File: src/pkg/sfr_filter_pkg.sv
// Constants and types shared by the register access filter
`default_nettype none
package sfr_filter_pkg;

  // Bus widths
  localparam int ADDR_W = 8;
  localparam int DATA_W = 8;

  // Cpu mode codes
  typedef enum logic [2:0]
  {
    MODE_BOOT   = 3'b000,
    MODE_TEST   = 3'b001,
    MODE_CL_OS  = 3'b010,
    MODE_SYSTEM = 3'b011,
    MODE_USER   = 3'b100
  } cpu_mode_e;

  // Register groups
  typedef enum logic [2:0]
  {
    GRP_NONE   = 3'b000,
    GRP_CPU    = 3'b001,
    GRP_MMU    = 3'b010,
    GRP_SYS    = 3'b011,
    GRP_FW     = 3'b100,
    GRP_CL_OS  = 3'b101,
    GRP_HW     = 3'b110
  } sfr_group_e;

  // Group address windows: base and mask of bits that must match
  localparam logic [7:0] CPU_BASE   = 8'h80;
  localparam logic [7:0] CPU_MASK   = 8'hf0;
  localparam logic [7:0] MMU_BASE   = 8'h90;
  localparam logic [7:0] MMU_MASK   = 8'hf8;
  localparam logic [7:0] SYS_BASE   = 8'h98;
  localparam logic [7:0] SYS_MASK   = 8'hf8;
  localparam logic [7:0] FW_BASE    = 8'ha0;
  localparam logic [7:0] FW_MASK    = 8'hf8;
  localparam logic [7:0] CL_OS_BASE = 8'ha8;
  localparam logic [7:0] CL_OS_MASK = 8'hf8;
  localparam logic [7:0] HW_BASE    = 8'hc0;
  localparam logic [7:0] HW_MASK    = 8'hc0;

  // Hardware component subgroup field inside the address
  localparam int HW_SUB_LSB = 3;
  localparam int HW_SUB_W   = 3;

  // Individual registers
  localparam logic [7:0] SEG_TABLE_LO_ADDR  = 8'h90;
  localparam logic [7:0] SEG_TABLE_HI_ADDR  = 8'h91;
  localparam logic [7:0] PROG_STATUS_H_ADDR = 8'h98;
  localparam logic [7:0] PROT_SYS_0_ADDR    = 8'h99;
  localparam logic [7:0] PROT_SYS_1_ADDR    = 8'h9a;
  localparam logic [7:0] PROT_SYS_2_ADDR    = 8'h9b;
  localparam logic [7:0] FW_CTRL_LOW_ADDR   = 8'ha0;
  localparam logic [7:0] FW_CTRL_HIGH_ADDR  = 8'ha1;
  localparam logic [7:0] CLK_SRC_SEL_ADDR   = 8'hc0;
  localparam logic [7:0] RAND_VALUE_ADDR    = 8'hc8;
  localparam logic [7:0] CIPHER_KEY_1_ADDR  = 8'hd0;
  localparam logic [7:0] CIPHER_KEY_2_ADDR  = 8'hd1;

  // Reset values
  localparam logic [7:0] SEG_TABLE_RST = 8'h00;
  localparam logic [7:0] FW_CTRL_RST   = 8'h00;
  localparam logic [7:0] DENIED_RDATA  = 8'h00;

  // Address window match
  function automatic logic in_window(input logic [7:0] a,
                                     input logic [7:0] base,
                                     input logic [7:0] mask);
    in_window = ((a & mask) == (base & mask));
  endfunction : in_window

endpackage : sfr_filter_pkg
`default_nettype wire

File: src/pkg/sfr_decode_if.sv
// Decoded address attributes passed from decoder to filter
`timescale 1ns/10ps
`default_nettype none
interface sfr_decode_if;
  import sfr_filter_pkg::*;

  logic [7:0] addr;       // Register address under decode
  sfr_group_e group;      // Group of the address
  logic [2:0] hw_sub;     // Hardware component subgroup
  logic       is_psh;     // Program status high
  logic       is_clock_source_select;  // Clock source select
  logic       is_prot;    // One of the protected system registers
  logic       is_rng;     // Random number value
  logic       is_key;     // One of the cipher key registers
  logic       is_fw_lo;   // Firewall control low
  logic       is_fw_hi;   // Firewall control high
  logic       is_seg_lo;  // Segment table address low
  logic       is_seg_hi;  // Segment table address high

  modport decoder (input addr, output group, hw_sub, is_psh, is_clock_source_select,
                   is_prot, is_rng, is_key, is_fw_lo, is_fw_hi,
                   is_seg_lo, is_seg_hi);
  modport filter (output addr, input group, hw_sub, is_psh, is_clock_source_select,
                  is_prot, is_rng, is_key, is_fw_lo, is_fw_hi,
                  is_seg_lo, is_seg_hi);
endinterface : sfr_decode_if
`default_nettype wire

File: src/rtl/sfr_group_decode.sv
// Address decoder for register groups and special registers
`timescale 1ns/10ps
`default_nettype none
module sfr_group_decode
  import sfr_filter_pkg::*;
(
  sfr_decode_if.decoder dec  // Decode attributes
);

  // Group from address windows
  always_comb
  begin
    if (in_window(dec.addr, CPU_BASE, CPU_MASK))
      dec.group = GRP_CPU;
    else if (in_window(dec.addr, MMU_BASE, MMU_MASK))
      dec.group = GRP_MMU;
    else if (in_window(dec.addr, SYS_BASE, SYS_MASK))
      dec.group = GRP_SYS;
    else if (in_window(dec.addr, FW_BASE, FW_MASK))
      dec.group = GRP_FW;
    else if (in_window(dec.addr, CL_OS_BASE, CL_OS_MASK))
      dec.group = GRP_CL_OS;
    else if (in_window(dec.addr, HW_BASE, HW_MASK))
      dec.group = GRP_HW;
    else
      dec.group = GRP_NONE;
  end

  // Subgroup and single register matches
  assign dec.hw_sub    = dec.addr[HW_SUB_LSB +: HW_SUB_W];
  assign dec.is_psh    = (dec.addr == PROG_STATUS_H_ADDR);
  assign dec.is_clock_source_select = (dec.addr == CLK_SRC_SEL_ADDR);
  assign dec.is_prot   = (dec.addr == PROT_SYS_0_ADDR) ||
                         (dec.addr == PROT_SYS_1_ADDR) ||
                         (dec.addr == PROT_SYS_2_ADDR);
  assign dec.is_rng    = (dec.addr == RAND_VALUE_ADDR);
  assign dec.is_key    = (dec.addr == CIPHER_KEY_1_ADDR) ||
                         (dec.addr == CIPHER_KEY_2_ADDR);
  assign dec.is_fw_lo  = (dec.addr == FW_CTRL_LOW_ADDR);
  assign dec.is_fw_hi  = (dec.addr == FW_CTRL_HIGH_ADDR);
  assign dec.is_seg_lo = (dec.addr == SEG_TABLE_LO_ADDR);
  assign dec.is_seg_hi = (dec.addr == SEG_TABLE_HI_ADDR);

endmodule : sfr_group_decode
`default_nettype wire

File: src/rtl/sfr_access_mode_filter.sv
// Mode based access filter in front of the register space
// Operation
// - Boot mode grants all register groups but mmu, except the fixed exceptions.
// - Test mode grants all register groups but mmu, except the fixed exceptions.
// - Contactless mode reads firewall regs, reads and writes its own regs.
// - Contactless hardware register access follows the two firewall controls.
// - System mode grants mmu, system, firewall and hardware groups.
// - User hardware register access follows current code segment rights.
// - General cpu registers are accessible in every mode.
// - Program status high also readable in contactless and user modes.
// - Clock source select always readable in contactless mode.
// - Mmu segmentation registers refused outside system mode.
// - The three protected system registers never return contents.
// - Random number value is read only in every mode.
// - Both cipher key registers are never readable.
// - Refused reads return zero, refused writes are discarded.
// - Segment table address registers clear to zero on reset.
`timescale 1ns/10ps
`default_nettype none
module sfr_access_mode_filter
  import sfr_filter_pkg::*;
(
  input  wire logic        mclk,           // Cpu clock
  input  wire logic        rstn,           // Async reset, active low
  input  wire logic [2:0]  cpu_mode,       // Current cpu mode code
  input  wire logic        cpu_req,        // Access request strobe
  input  wire logic        cpu_we,         // 1 write, 0 read
  input  wire logic [7:0]  cpu_addr,       // Register address
  input  wire logic [7:0]  cpu_wdata,      // Write data
  input  wire logic [7:0]  seg_hw_rd,      // Segment read rights/subgroup
  input  wire logic [7:0]  seg_hw_wr,      // Segment write rights/subgroup
  input  wire logic [7:0]  reg_rdata,      // Read data from register space
  output logic             cpu_grant,      // Access granted this cycle
  output logic             cpu_denied,     // Access refused this cycle
  output logic [7:0]       cpu_rdata_q,    // Read data, cycle after read
  output logic             cpu_rvalid_q,   // Read data valid
  output logic             reg_rd_en,      // Forwarded read strobe
  output logic             reg_wr_en,      // Forwarded write strobe
  output logic [7:0]       reg_addr,       // Forwarded address
  output logic [7:0]       reg_wdata,      // Forwarded write data
  output logic [15:0]      seg_table_base, // Segment table address
  output logic [7:0]       fw_rd_rights,   // Firewall control low value
  output logic [7:0]       fw_wr_rights    // Firewall control high value
);

  // Internal registers
  logic [7:0] seg_table_lo_q;
  logic [7:0] seg_table_hi_q;
  logic [7:0] firewall_control_low_q;
  logic [7:0] firewall_control_high_q;

  // Decision terms
  cpu_mode_e  mode;
  logic       mode_ok;
  logic       rd_ok;
  logic       wr_ok;
  logic       rd_allow;
  logic       wr_allow;
  logic       internal;
  logic       is_read;
  logic       is_write;
  logic [7:0] internal_rdata;
  logic [7:0] rdata_d;

  // Exception and grant terms
  logic       rd_blocked;
  logic       wr_blocked;
  logic       rd_grant;
  logic       wr_grant;

  sfr_decode_if dec ();

  // Address decoder instance
  sfr_group_decode u_decode
  (
    .dec (dec.decoder)
  );

  // Pick the bit of a per-subgroup rights vector
  function automatic logic sub_bit(input logic [7:0] rights,
                                   input logic [2:0] sub);
    sub_bit = rights[sub];
  endfunction : sub_bit

  // Boot and test modes reach every group but mmu and the fixed exceptions
  function automatic logic cfg_mode(input cpu_mode_e m);
    cfg_mode = (m == MODE_BOOT) || (m == MODE_TEST);
  endfunction : cfg_mode

  // Decode the incoming address in the access cycle
  assign dec.addr = cpu_addr;

  // Request kind, qualified by the strobe
  assign is_read  = cpu_req && !cpu_we;
  assign is_write = cpu_req && cpu_we;

  // Legal mode check, unknown codes are refused
  always_comb
  begin
    mode    = MODE_BOOT;
    mode_ok = 1'b0;
    unique case (cpu_mode)
      MODE_BOOT,
      MODE_TEST,
      MODE_CL_OS,
      MODE_SYSTEM,
      MODE_USER:
      begin
        mode    = cpu_mode_e'(cpu_mode);
        mode_ok = 1'b1;
      end
      default:
      begin
        mode    = MODE_BOOT;
        mode_ok = 1'b0;
      end
    endcase
  end

  // Group rights by mode, before fixed exceptions
  always_comb
  begin
    rd_ok = 1'b0;
    wr_ok = 1'b0;
    unique case (dec.group)
      GRP_CPU:
      begin
        rd_ok = 1'b1;
        wr_ok = 1'b1;
      end
      GRP_MMU:
      begin
        rd_ok = (mode == MODE_SYSTEM);
        wr_ok = (mode == MODE_SYSTEM);
      end
      GRP_SYS:
      begin
        rd_ok = cfg_mode(mode) ||
                (mode == MODE_SYSTEM) ||
                (dec.is_psh && ((mode == MODE_CL_OS) ||
                                (mode == MODE_USER)));
        wr_ok = cfg_mode(mode) ||
                (mode == MODE_SYSTEM);
      end
      GRP_FW:
      begin
        rd_ok = cfg_mode(mode) ||
                (mode == MODE_SYSTEM) ||
                (mode == MODE_CL_OS);
        wr_ok = cfg_mode(mode) ||
                (mode == MODE_SYSTEM);
      end
      GRP_CL_OS:
      begin
        rd_ok = cfg_mode(mode) ||
                (mode == MODE_CL_OS);
        wr_ok = cfg_mode(mode) ||
                (mode == MODE_CL_OS);
      end
      GRP_HW:
      begin
        unique case (mode)
          MODE_BOOT,
          MODE_TEST,
          MODE_SYSTEM:
          begin
            rd_ok = 1'b1;
            wr_ok = 1'b1;
          end
          MODE_CL_OS:
          begin
            rd_ok = sub_bit(firewall_control_low_q, dec.hw_sub) ||
                    dec.is_clock_source_select;
            wr_ok = sub_bit(firewall_control_high_q, dec.hw_sub);
          end
          MODE_USER:
          begin
            rd_ok = sub_bit(seg_hw_rd, dec.hw_sub);
            wr_ok = sub_bit(seg_hw_wr, dec.hw_sub);
          end
        endcase
      end
      GRP_NONE:
      begin
        rd_ok = 1'b0;
        wr_ok = 1'b0;
      end
    endcase
  end

  // Fixed per-register exceptions
  assign rd_blocked = dec.is_prot ||
                      dec.is_key;
  assign wr_blocked = dec.is_rng;

  // Exceptions override the group rights, unknown modes refuse all
  assign rd_allow = mode_ok && rd_ok && !rd_blocked;
  assign wr_allow = mode_ok && wr_ok && !wr_blocked;

  // Granted reads and writes in the access cycle
  assign rd_grant = is_read && rd_allow;
  assign wr_grant = is_write && wr_allow;

  // Grant and refusal strobes for the cpu
  assign cpu_grant  = rd_grant || wr_grant;
  assign cpu_denied = cpu_req && !cpu_grant;

  // Registers held inside the filter are not forwarded
  assign internal = dec.is_fw_lo || dec.is_fw_hi ||
                    dec.is_seg_lo || dec.is_seg_hi;

  // Forwarded strobes only for granted external accesses
  assign reg_rd_en = rd_grant && !internal;
  assign reg_wr_en = wr_grant && !internal;

  // Address and data pass through, qualified by the strobes
  assign reg_addr  = cpu_addr;
  assign reg_wdata = cpu_wdata;

  // Segment table address low byte, restrictive zero on reset
  always_ff @(posedge mclk or negedge rstn)
  begin
    if (!rstn)
      seg_table_lo_q <= SEG_TABLE_RST;
    else if (wr_grant && dec.is_seg_lo)
      seg_table_lo_q <= cpu_wdata;
  end

  // Segment table address high byte, restrictive zero on reset
  always_ff @(posedge mclk or negedge rstn)
  begin
    if (!rstn)
      seg_table_hi_q <= SEG_TABLE_RST;
    else if (wr_grant && dec.is_seg_hi)
      seg_table_hi_q <= cpu_wdata;
  end

  // Firewall read rights, closed on reset
  always_ff @(posedge mclk or negedge rstn)
  begin
    if (!rstn)
      firewall_control_low_q <= FW_CTRL_RST;
    else if (wr_grant && dec.is_fw_lo)
      firewall_control_low_q <= cpu_wdata;
  end

  // Firewall write rights, closed on reset
  always_ff @(posedge mclk or negedge rstn)
  begin
    if (!rstn)
      firewall_control_high_q <= FW_CTRL_RST;
    else if (wr_grant && dec.is_fw_hi)
      firewall_control_high_q <= cpu_wdata;
  end

  // Internal read mux
  always_comb
  begin
    internal_rdata = DENIED_RDATA;
    if (dec.is_fw_lo)
      internal_rdata = firewall_control_low_q;
    else if (dec.is_fw_hi)
      internal_rdata = firewall_control_high_q;
    else if (dec.is_seg_lo)
      internal_rdata = seg_table_lo_q;
    else if (dec.is_seg_hi)
      internal_rdata = seg_table_hi_q;
  end

  // Refused reads return zero instead of contents
  always_comb
  begin
    rdata_d = DENIED_RDATA;
    if (rd_allow)
      rdata_d = internal ? internal_rdata : reg_rdata;
  end

  // Read valid pulse, one cycle after every read
  always_ff @(posedge mclk or negedge rstn)
  begin
    if (!rstn)
      cpu_rvalid_q <= 1'b0;
    else
      cpu_rvalid_q <= is_read;
  end

  // Read data register, held until the next read
  always_ff @(posedge mclk or negedge rstn)
  begin
    if (!rstn)
      cpu_rdata_q <= DENIED_RDATA;
    else if (is_read)
      cpu_rdata_q <= rdata_d;
  end

  // Configuration values for the mmu and firewall logic
  assign seg_table_base = {seg_table_hi_q, seg_table_lo_q};
  assign fw_rd_rights   = firewall_control_low_q;
  assign fw_wr_rights   = firewall_control_high_q;

endmodule : sfr_access_mode_filter
`default_nettype wire

File: config.mk
export PLATFORM = sky130hd
export DESIGN_NAME = sfr_access_mode_filter
export DESIGN_NICKNAME = d
export VERILOG_FILES = /design/src/pkg/sfr_filter_pkg.sv /design/src/pkg/sfr_decode_if.sv /design/src/rtl/sfr_group_decode.sv /design/src/rtl/sfr_access_mode_filter.sv
export SDC_FILE = /design/constraint.sdc
export NUM_CORES = 1
export LEC_CHECK = 0
export BUFFER_PORTS_ARGS = -buffer_cell sky130_fd_sc_hd__buf_2
export CAP_MARGIN = 20
export CELL_PAD_IN_SITES_DETAIL_PLACEMENT = 1
export CELL_PAD_IN_SITES_GLOBAL_PLACEMENT = 1
export CORE_ASPECT_RATIO = 0.6
export CORE_MARGIN = 3
export CORE_UTILIZATION = 25
export DETAILED_ROUTE_END_ITERATION = 12
export PLACE_DENSITY = 0.57
export SETUP_SLACK_MARGIN = 0.02
export SYNTH_ARGS = -nofsm -noshare
export SYNTH_HDL_FRONTEND = slang
export SYNTH_SLANG_ARGS = --single-unit
export TNS_END_PERCENT = 50
File: constraint.sdc
create_clock -name mclk -period 1.9 [get_ports mclk]
set_input_delay 0.19 -clock mclk [delete_from_list [all_inputs] [get_ports mclk]]
set_output_delay 0.19 -clock mclk [all_outputs]
set_load 0.01 [all_outputs]
==> metrics.md, run 1 <==
| Metric | Value |
|---|---|
| Outcome | finished, violations left |
| Violated checks | negative setup slack |
| Number of nets in the layout | 441 |
| Reg2reg path depth | 8 |
| Switch Pwr | 0.5919 mW |
| Max cap viols | 0 |
| CTS tree | built |
| Setup slack on the worst flop-to-flop path | -0.22 ns |
| Gate power share | 0.189 |
| Synth warnings | 0 |
| Post-synth net total | 281 |
| Number of buffers created by CTS | 5 |
| Maximum fanout count along the critical path | 4 |
| Via density per instance | 4.964 |
| Internal power | 1.704 mW |
| GRT Residual Overflow | 0 |
| Share of synthesized area occupied by flip-flops and latches | 0.3907 |
| Crit Reg-Reg Endpoint | cpu_rdata_q[2]$_DFFE_PN0P_ |
| Total number of vias | 2626 |
| Highest clock rate | 414.2 MHz |
| Number of remaining DRC errors | 0 |
| Wirelength per Cell | 20.16 um |
| Slowest-stage cell, CP | sky130_fd_sc_hd__mux4_2 |
| Mapped cell area | 2626 um^2 |
| CP Data Required Time | 1.71 ns |
| Tmin final | 2.414 ns |
| Die span in x | 138.3 um |
| Aggregate negative setup slack | -7.532 ns |
| Starting utilization of the core area | 0.2612 |
| Ant diodes | 0 |
| Global placement routability congestion | 0.8073 |
| First-pass GRT wire length | 16460 um |
| Kind of capture point of the worst setup path | output port |
| Most frequent cells in the layout | sky130_fd_sc_hd__buf_2 (106), sky130_fd_sc_hd__buf_4 (64), sky130_fd_sc_hd__dfrtp_1 (41) |
| Final hold violation count | 0 |
| Worst clock skew | 0.005539 ns |
| Number of antenna violations at the first check in global routing | 0 |
| Core Region | 10050 um^2 |
| Synth cell types | 48 |
| Switching share of power | 0.2578 |
| Post-synthesis area per instance | 11.22 um^2 |
| Crit. path cell count | 7 |
| Sequence of cells on the critical path | mux4_2 -> o211ai_1 -> o22ai_1 -> o31ai_1 -> buf_4 -> and3b_1 -> buf_2 |
| Remaining antenna violation count | 0 |
| Number of detailed-routing iterations run before antenna repair | 4 |
| Root buf cell | sky130_fd_sc_hd__clkbuf_16 |
| Number of sinks on the clock net | 41 |
| Quantity of I/O buffers inserted on ports | 107 |
| Worst-Skew Late Latency | 0.29 ns |
| Proportion of layout cells with a drive suffix above 1 | 0.6244 |
| Synth-to-Final Area Change | 57.17% |
| Std cell rows | 28 |
| Count of final max-slew check failures | 0 |
| Largest net degree at the start of global routing | 42 |
| Worst hold path class | input port to flop |
| Largest delay share family, worst path | compound AO/OA/AOI/OAI gates |
| Most common library cell in the layout ignoring fill and taps | sky130_fd_sc_hd__buf_2 |
| Total number of H-tree levels | 2 |
| Leading register cell type out of synthesis | sky130_fd_sc_hd__dfrtp_1 |
| Aggregate routed wire length | 10670 um |
| HPWL after DPL | 8406 um |
| Synthesis-stage register bit count | 41 |
| Least-Margin Pin Slew | 0.6391 ns |
| I/O pin cnt | 108 |
| PwrDens | 556.3 nW/um^2 |
| Count of flip-flops with a built-in enable after synthesis | 0 |
| Die outline height | 85.39 um |
| Critical path type | flop to output port |
| Number of buffer and inverter stages on the critical path | 2 |
| Max incr delay on CP | 0.51 ns |
| Async set-reset flop share out of synthesis | 1.000 |
| Unrepaired setup endpoints after global routing | true |
| Setup WS post-layout | -0.5141 ns |
| Placed standard-cell area | 3730 um^2 |
| Initial DRC count | 137 |
| Pleak | 2.188 nW |
| Global router's overall resource usage | 0.1806 |
| Die footprint | 11810 um^2 |
| Final instance area | 4128 um^2 |
| Final clock period utilization by the worst path | 1.271 |
| Reg-to-reg startpoint | fw_rd_rights[7]$_DFFE_PN0P_ |
| Worst-case vdd ir drop | 347.9 uV |
| Cell count after synthesis | 234 |
| Worst setup path endpoint | cpu_denied |
| Clock transition at path regs | 0.06 ns |
| Worst hold slack after final layout | 0.1956 ns |
| Setup crit start | fw_rd_rights[7]$_DFFE_PN0P_ |
| Worst slew margin relative to its limit | 0.5740 |
| Critical path data arrival time | 2.22 ns |
| Final number of setup-violating endpoints | 44 |
| Share of total power in sequential cells | 0.394 |
| CTS max path bufs | 2 |
| Number of global-route vias before repair | 2768 |
| Kind of start point of the critical path | flop |
| Share of total power in the clock network | 0.417 |
[synth_stat cells, types with 5 or more instances]
master                      n  area [um^2]
sky130_fd_sc_hd__a22o_1     8        70.07
sky130_fd_sc_hd__a21o_1     8        60.06
sky130_fd_sc_hd__o21ai_0   11        55.05
sky130_fd_sc_hd__o21a_1     8        60.06
sky130_fd_sc_hd__mux2i_1    9        90.09
sky130_fd_sc_hd__nand2_1   15        56.30
sky130_fd_sc_hd__clkbuf_1   6        22.52
sky130_fd_sc_hd__mux2_2    32        360.4
sky130_fd_sc_hd__dfrtp_1   41         1026
sky130_fd_sc_hd__inv_1      5        18.77
sky130_fd_sc_hd__a222oi_1   8        80.08
sky130_fd_sc_hd__buf_2      5        25.02
sky130_fd_sc_hd__buf_4     17        127.6
[registers in the layout (all words and copies together), names as in the netlist]
name,flops
cpu_rdata_q,8
cpu_rvalid_q,1
fw_rd_rights,8
fw_wr_rights,8
seg_table_hi_q,8
seg_table_lo_q,8
[metal layers]
layer  vias up  GRT usage  wire [um]
met2        87     0.2695       4643
met5         -          0          0
met1      1323     0.2705       5329
li1       1209          -          -
met4         0    0.03049         71
met3         7    0.03998        621
[power by group through the flow]
stage / Sequential, mW / Combinational, mW / Clock [mW]
after global routing: 0.908 / 0.472 / 1.01
after CTS: 0.906 / 0.425 / 0.976
after global placement: 0.921 / 0.404 / 0
final: 0.905 / 0.434 / 0.957
after detailed placement: 0.921 / 0.412 / 0
after floorplan: 0.931 / 0.173 / 0
[worst min path at each step]
stage                            start                       endpoint  depth (start not counted)
after floorplan                   rstn     cpu_rdata_q[0]$_DFFE_PN0P_                          0
after global placement            rstn     cpu_rdata_q[0]$_DFFE_PN0P_                          2
after detailed placement          rstn     cpu_rdata_q[1]$_DFFE_PN0P_                          2
after CTS                      cpu_req         cpu_rvalid_q$_DFF_PN0_                          3
after global routing      cpu_wdata[5]  seg_table_lo_q[5]$_DFFE_PN0P_                          2
final                          cpu_req         cpu_rvalid_q$_DFF_PN0_                          3
[worst register-to-register path: cells and delay by family (launching register included)]
family	cells	cell delay [ns]
AOI/OAI and AO/OA	4	0.66
buffers and inverters	3	0.44
DFF	1	0.38
muxes	1	0.51
[logic make-up after synthesis]
| kind of cell | Yosys count | synth area share |
|---|---|---|
| xor gates and xnor gates | 1 | 0.003336 |
| AOI/OAI and AO/OA | 65 | 0.2182 |
| buffers and inverters | 34 | 0.07575 |
| DFF | 41 | 0.3907 |
| and+or+nand+nor | 47 | 0.1062 |
| muxes | 46 | 0.2058 |
[layout make-up]
| cell class | count | area (um^2) |
|---|---|---|
| inverters | 5 | 18.77 |
| fillers | 1151 | 5927 |
| clock inverters | 2 | 35.03 |
| flip-flops and latches | 41 | 1026 |
| clock buffers | 5 | 125.1 |
| repair buffers | 182 | 1162 |
| well taps | 135 | 168.9 |
| multi-input cells | 159 | 1592 |
[stage by stage]
stage                     power [mW]    util  worst slack, ns  cells
after floorplan                1.104       -          -0.1923    234
after global placement         1.325  0.3710          -0.3980    517
after detailed placement       1.333  0.3710          -0.4403    517
after CTS                      2.307  0.4038          -0.5445    526
after global routing           2.387  0.4105          -0.6209    529
final                          2.296  0.4105          -0.5141    529
[timing repair]
item,4_1_cts,5_1_grt
setup endpoints to repair,44,44
resized for setup,39,21
pin swaps,5,2
setup buffers,2,4
endpoints found under the hold margin,10,0
hold buffers,1,0
Note: power is estimated with default switching activity, not from simulation.
==> inputs of run 2 (changes only) <==
CORE_UTILIZATION = 33   (was 25)
PLACE_DENSITY = 0.73   (was 0.57)
==> metrics.md, run 2 (synthesis results as in run 1) <==
| Metric | Value |
|---|---|
| Beginning of the worst hold path | cpu_wdata[1] |
| Worst-Skew Late Latency | 0.29 ns |
| Sequence of cells on the critical path | mux4_2 -> a311oi_2 -> o22ai_2 -> o31ai_2 -> buf_4 -> and3b_1 -> buf_2 |
| Critical path data arrival time | 2.22 ns |
| Switch Pwr | 0.5925 mW |
| Most common library cell in the layout ignoring fill and taps | sky130_fd_sc_hd__buf_2 |
| Filler cell count in the final layout | 842 |
| Switching share of power | 0.2526 |
| Violated checks | negative setup slack |
| Unrepaired setup endpoints after global routing | true |
| CTS max path bufs | 2 |
| Worst clock skew | 0.006781 ns |
| Ant diodes | 0 |
| Critical path type | flop to output port |
| Number of antenna violations at the first check in global routing | 0 |
| Aggregate routed wire length | 10260 um |
| Worst hold path class | input port to flop |
| Synth-to-Final Area Change | 55.88% |
| CP Data Required Time | 1.71 ns |
| Number of remaining DRC errors | 0 |
| Die span in x | 121.2 um |
| Number of sinks on the clock net | 41 |
| Share of total power in sequential cells | 0.386 |
| Wirelength per Cell | 20.73 um |
| GRT Residual Overflow | 0 |
| HPWL after DPL | 7958 um |
| Starting utilization of the core area | 0.3512 |
| Setup WS post-layout | -0.5060 ns |
| Count of final max-slew check failures | 0 |
| Core Region | 7477 um^2 |
| Least-Margin Pin Slew | 0.5412 ns |
| Worst hold slack after final layout | 0.2061 ns |
| Final clock period utilization by the worst path | 1.266 |
| Quantity of I/O buffers inserted on ports | 107 |
| Number of nets in the layout | 437 |
| Number of detailed-routing iterations run before antenna repair | 5 |
| Slowest-stage cell, CP | sky130_fd_sc_hd__mux4_2 |
| Reg-to-reg startpoint | fw_wr_rights[5]$_DFFE_PN0P_ |
| Worst slew margin relative to its limit | 0.6392 |
| Post-place setup slack | -0.6097 ns |
| Multi-input gate area | 1605 um^2 |
| Placed instance count | 481 |
| Tmin final | 2.406 ns |
| Layout Cells excl Fill | 495 |
| Total number of vias | 2613 |
| Global placement routability congestion | 0.8831 |
| Outcome | finished, violations left |
| Most frequent cells in the layout | sky130_fd_sc_hd__buf_2 (107), sky130_fd_sc_hd__buf_4 (63), sky130_fd_sc_hd__dfrtp_1 (41) |
| Via density per instance | 5.279 |
| Max incr delay on CP | 0.50 ns |
| Total number of H-tree levels | 2 |
| Final hold violation count | 0 |
| Proportion of layout cells with a drive suffix above 1 | 0.6113 |
| Remaining antenna violation count | 0 |
| Global router's overall resource usage | 0.2297 |
| Die footprint | 9100 um^2 |
| I/O pin cnt | 108 |
| Clock transition at path regs | 0.06 ns |
| Setup crit start | fw_rd_rights[3]$_DFFE_PN0P_ |
| Initial DRC count | 218 |
| Kind of start point of the critical path | flop |
| Root buf cell | sky130_fd_sc_hd__clkbuf_16 |
| Final core utilization | 0.5475 |
| CTS tree | built |
| Final number of setup-violating endpoints | 44 |
| Kind of capture point of the worst setup path | output port |
| Largest net degree at the start of global routing | 42 |
| Internal power | 1.753 mW |
| Gate power share | 0.186 |
| Maximum fanout count along the critical path | 4 |
| Max cap viols | 0 |
| Std cell rows | 24 |
| PwrDens | 572.9 nW/um^2 |
| Number of buffers created by CTS | 5 |
| Share of total power in the clock network | 0.428 |
| FF/Latch Area | 1026 um^2 |
| Number of global-route vias before repair | 2753 |
| Die outline height | 75.10 um |
| Highest clock rate | 415.6 MHz |
| Pleak | 2.168 nW |
| First-pass GRT wire length | 15680 um |
| Worst-case vdd ir drop | 272.7 uV |
-- run 2: changes by cell type in the layout (fill, tap and decap cells not counted), moves of 3 or more --
| cell | before | now |
|---|---|---|
| sky130_fd_sc_hd__buf_6 | 9 | 2 |
| sky130_fd_sc_hd__o21ai_1 | 4 | 8 |
| sky130_fd_sc_hd__o21ai_2 | 5 | 1 |
| sky130_fd_sc_hd__buf_12 | 2 | 5 |
-- run 2: area by class of cell --
type                       instances  area share
clock buffer                       7     0.03484
clock inverter                     1    0.007335
timing repair buffer             178      0.2787
sequential                        41      0.2506
multi-input combinational        159      0.3921
tap                              104     0.03178
inverter                           5    0.004584
-- run 2: timing repair --
action / 4_1_cts / 5_1_grt
endpoints found under the hold margin: 41 / 0
buffers inserted: 4 / 1
setup endpoints to repair: 44 / 44
pin swaps: 7 / 4
hold buffers: 1 / 0
resized for setup: 38 / 11
-- run 2: per-layer routing --
layer,part of all wire,vias up,global-route usage
met5,0,-,0
met4,0.0045,0,0.03230
met3,0.069,6,0.05330
met2,0.43,86,0.3518
met1,0.50,1322,0.3406
li1,-,1199,-
-- run 2: power groups by stage --
stage	combinational (mW)	clock, mW	sequential [mW]
floorplan	0.173	0	0.931
global placement	0.397	0	0.920
detailed placement	0.407	0	0.921
CTS	0.430	1.02	0.905
global route	0.472	1.07	0.907
finish	0.437	1.00	0.905
-- run 2: final timing paths --
kind / cells after the start / endpoint / slack [ns]
max: 7 / cpu_denied / -0.51
min: 2 / fw_rd_rights[1]$_DFFE_PN0P_ / 0.21
max reg2reg: 7 / fw_rd_rights[6]$_DFFE_PN0P_ / -0.26
max in group asynchronous: 3 / seg_table_lo_q[5]$_DFFE_PN0P_ / 1.01
min reg2reg: 2 / cpu_rdata_q[6]$_DFFE_PN0P_ / 0.49
min in group asynchronous: 3 / cpu_rdata_q[5]$_DFFE_PN0P_ / 0.52
-- run 2: critical path, delay by kind of cell (launching register included) --
family	cells	cell delay, ns
AOI/OAI and AO/OA	3	0.58
buffers and inverters	2	0.28
DFF	1	0.41
muxes	1	0.50
and+or+nand+nor	1	0.15
-- run 2: through the flow --
step | instance area (um^2) | TNS, ns | total power, mW
after global placement | 3704 | -19.29 | 1.317
after detailed placement | 3704 | -24.31 | 1.328
final | 4094 | -10.83 | 2.345
after CTS | 4070 | -9.182 | 2.354
after floorplan | 2648 | -6.035 | 1.104
after global routing | 4094 | -13.27 | 2.446
==> inputs of run 3 (changes only) <==
REMOVE_ABC_BUFFERS = 1   (was unset)
==> metrics.md, run 3 (synthesis results as in run 1) <==
| Metric | Value |
|---|---|
| Outcome | finished, violations left |
| Violated checks | negative setup slack |
| Aggregate negative setup slack | -13.36 ns |
| Final number of setup-violating endpoints | 44 |
| HPWL after DPL | 8506 um |
| Worst slew margin relative to its limit | 0.6349 |
| Aggregate routed wire length | 11760 um |
| Most common library cell in the layout ignoring fill and taps | sky130_fd_sc_hd__buf_2 |
| Highest clock rate | 419.3 MHz |
| Count of final max-slew check failures | 0 |
| Initial DRC count | 190 |
| Total number of vias | 2792 |
| Final hold violation count | 0 |
| Number of buffer and inverter stages on the critical path | 2 |
| Std cell rows | 24 |
| Starting utilization of the core area | 0.3512 |
| Ant diodes | 0 |
| Core Region | 7477 um^2 |
| Root buf cell | sky130_fd_sc_hd__clkbuf_16 |
| Largest delay share family, worst path | compound AO/OA/AOI/OAI gates |
| Via density per instance | 5.551 |
| PwrDens | 537.4 nW/um^2 |
| Remaining antenna violation count | 0 |
| Die outline height | 75.10 um |
| Max incr delay on CP | 0.47 ns |
| Number of detailed-routing iterations run before antenna repair | 4 |
| Unrepaired setup endpoints after global routing | true |
| Critical path data arrival time | 2.20 ns |
| Slowest-stage cell, CP | sky130_fd_sc_hd__mux4_2 |
| Clock transition at path regs | 0.06 ns |
| Setup slack on the worst flop-to-flop path | -0.37 ns |
| Proportion of layout cells with a drive suffix above 1 | 0.6115 |
| GRT Residual Overflow | 0 |
| Final instance area | 4079 um^2 |
| Top metal layer carrying routed signals | met4 |
| Number of antenna violations at the first check in global routing | 0 |
| CP Data Required Time | 1.71 ns |
| Quantity of I/O buffers inserted on ports | 107 |
| I/O pin cnt | 108 |
| Worst-case vdd ir drop | 313.3 uV |
| Sequence of cells on the critical path | mux4_2 -> a311oi_2 -> o22ai_1 -> o31ai_2 -> buf_4 -> and3b_1 -> buf_2 |
| Tmin final | 2.385 ns |
| Amount of wire on met3 after detailed routing | 825 um |
| Number of buffers created by CTS | 5 |
| Most frequent cells in the layout | sky130_fd_sc_hd__buf_2 (106), sky130_fd_sc_hd__buf_4 (69), sky130_fd_sc_hd__dfrtp_1 (41) |
| Kind of capture point of the worst setup path | output port |
| Number of global-route vias before repair | 2863 |
| Die footprint | 9100 um^2 |
| Worst hold path class | input port to flop |
| Max cap viols | 0 |
| Number of nets in the layout | 445 |
| Post-place setup slack | -0.5684 ns |
| Total number of H-tree levels | 2 |
| Die span in x | 121.2 um |
| CTS max path bufs | 2 |
| Worst clock skew | 0.006183 ns |
| Pleak | 2.179 nW |
| Wirelength per Cell | 23.39 um |
| Number of sinks on the clock net | 41 |
| Worst-Skew Late Latency | 0.29 ns |
| CTS tree | built |
| Kind of start point of the critical path | flop |
| First-pass GRT wire length | 16930 um |
| Number of remaining DRC errors | 0 |
| WL met2 | 5613 um |
| Met1 routed wirelength after detailed routing | 5217 um |
| Global router's overall resource usage | 0.2479 |
| Worst hold slack after final layout | 0.1868 ns |
| Least-Margin Pin Slew | 0.5476 ns |
| Placed standard-cell area | 3655 um^2 |
| Synth-to-Final Area Change | 55.31% |
| Setup WS post-layout | -0.4852 ns |
| Maximum fanout count along the critical path | 4 |
| Critical path type | flop to output port |
| Largest net degree at the start of global routing | 42 |
| Final clock period utilization by the worst path | 1.255 |
| Global placement routability congestion | 0.8790 |
-- run 3: layer usage --
metal  vias up  GRT usage
li1       1224          -
met4         0    0.03354
met2       126     0.4121
met5         -          0
met3        10    0.04730
met1      1432     0.3502
-- run 3: stage by stage --
stage | util | power [mW] | instances
after floorplan | - | 1.048 | 205
after global placement | 0.4888 | 1.314 | 483
after detailed placement | 0.4888 | 1.326 | 483
after CTS | 0.5361 | 2.186 | 496
after global routing | 0.5455 | 2.274 | 503
final | 0.5455 | 2.192 | 503
-- run 3: final timing paths --
path,cells past startpoint,to,from
max in group asynchronous,3,cpu_rdata_q[2]$_DFFE_PN0P_,rstn
worst min-delay path,3,cpu_rvalid_q$_DFF_PN0_,cpu_req
min in group asynchronous,3,seg_table_hi_q[7]$_DFFE_PN0P_,rstn
worst max-delay path,7,cpu_denied,fw_rd_rights[1]$_DFFE_PN0P_
worst max register to register,7,fw_wr_rights[7]$_DFFE_PN0P_,fw_wr_rights[4]$_DFFE_PN0P_
worst min register to register,2,cpu_rdata_q[1]$_DFFE_PN0P_,cpu_rdata_q[1]$_DFFE_PN0P_
-- run 3: where the power goes --
group	total (mW)	internal [mW]	leakage [nW]	switching, mW
clock network	0.843	0.483	0.0706	0.360
logic	0.443	0.203	1.54	0.240
registers	0.906	0.893	0.568	0.0130
total	2.19	1.58	2.18	0.613
-- run 3: cell type report --
type / instances / area [um^2]
clock inverters: 2 / 10.01
fillers: 857 / 3398
flip-flops and latches: 41 / 1026
multi-input cells: 159 / 1577
repair buffers: 186 / 1189
inverters: 5 / 18.77
well taps: 104 / 130.1
clock buffers: 6 / 128.9
-- run 3: worst min-delay path, delay by kind of cell --
family | cells | cell delay (ns)
buffers and inverters | 2 | 0.17
and+or+nand+nor | 1 | 0.07
-- run 3: repair_timing --
action,4_1_cts,5_1_grt
pin swaps,9,4
endpoints found under the hold margin,41,0
hold buffers,1,0
buffers inserted,4,7
gates resized for setup,45,5
cloned,0,0
endpoints found under the setup margin,44,44
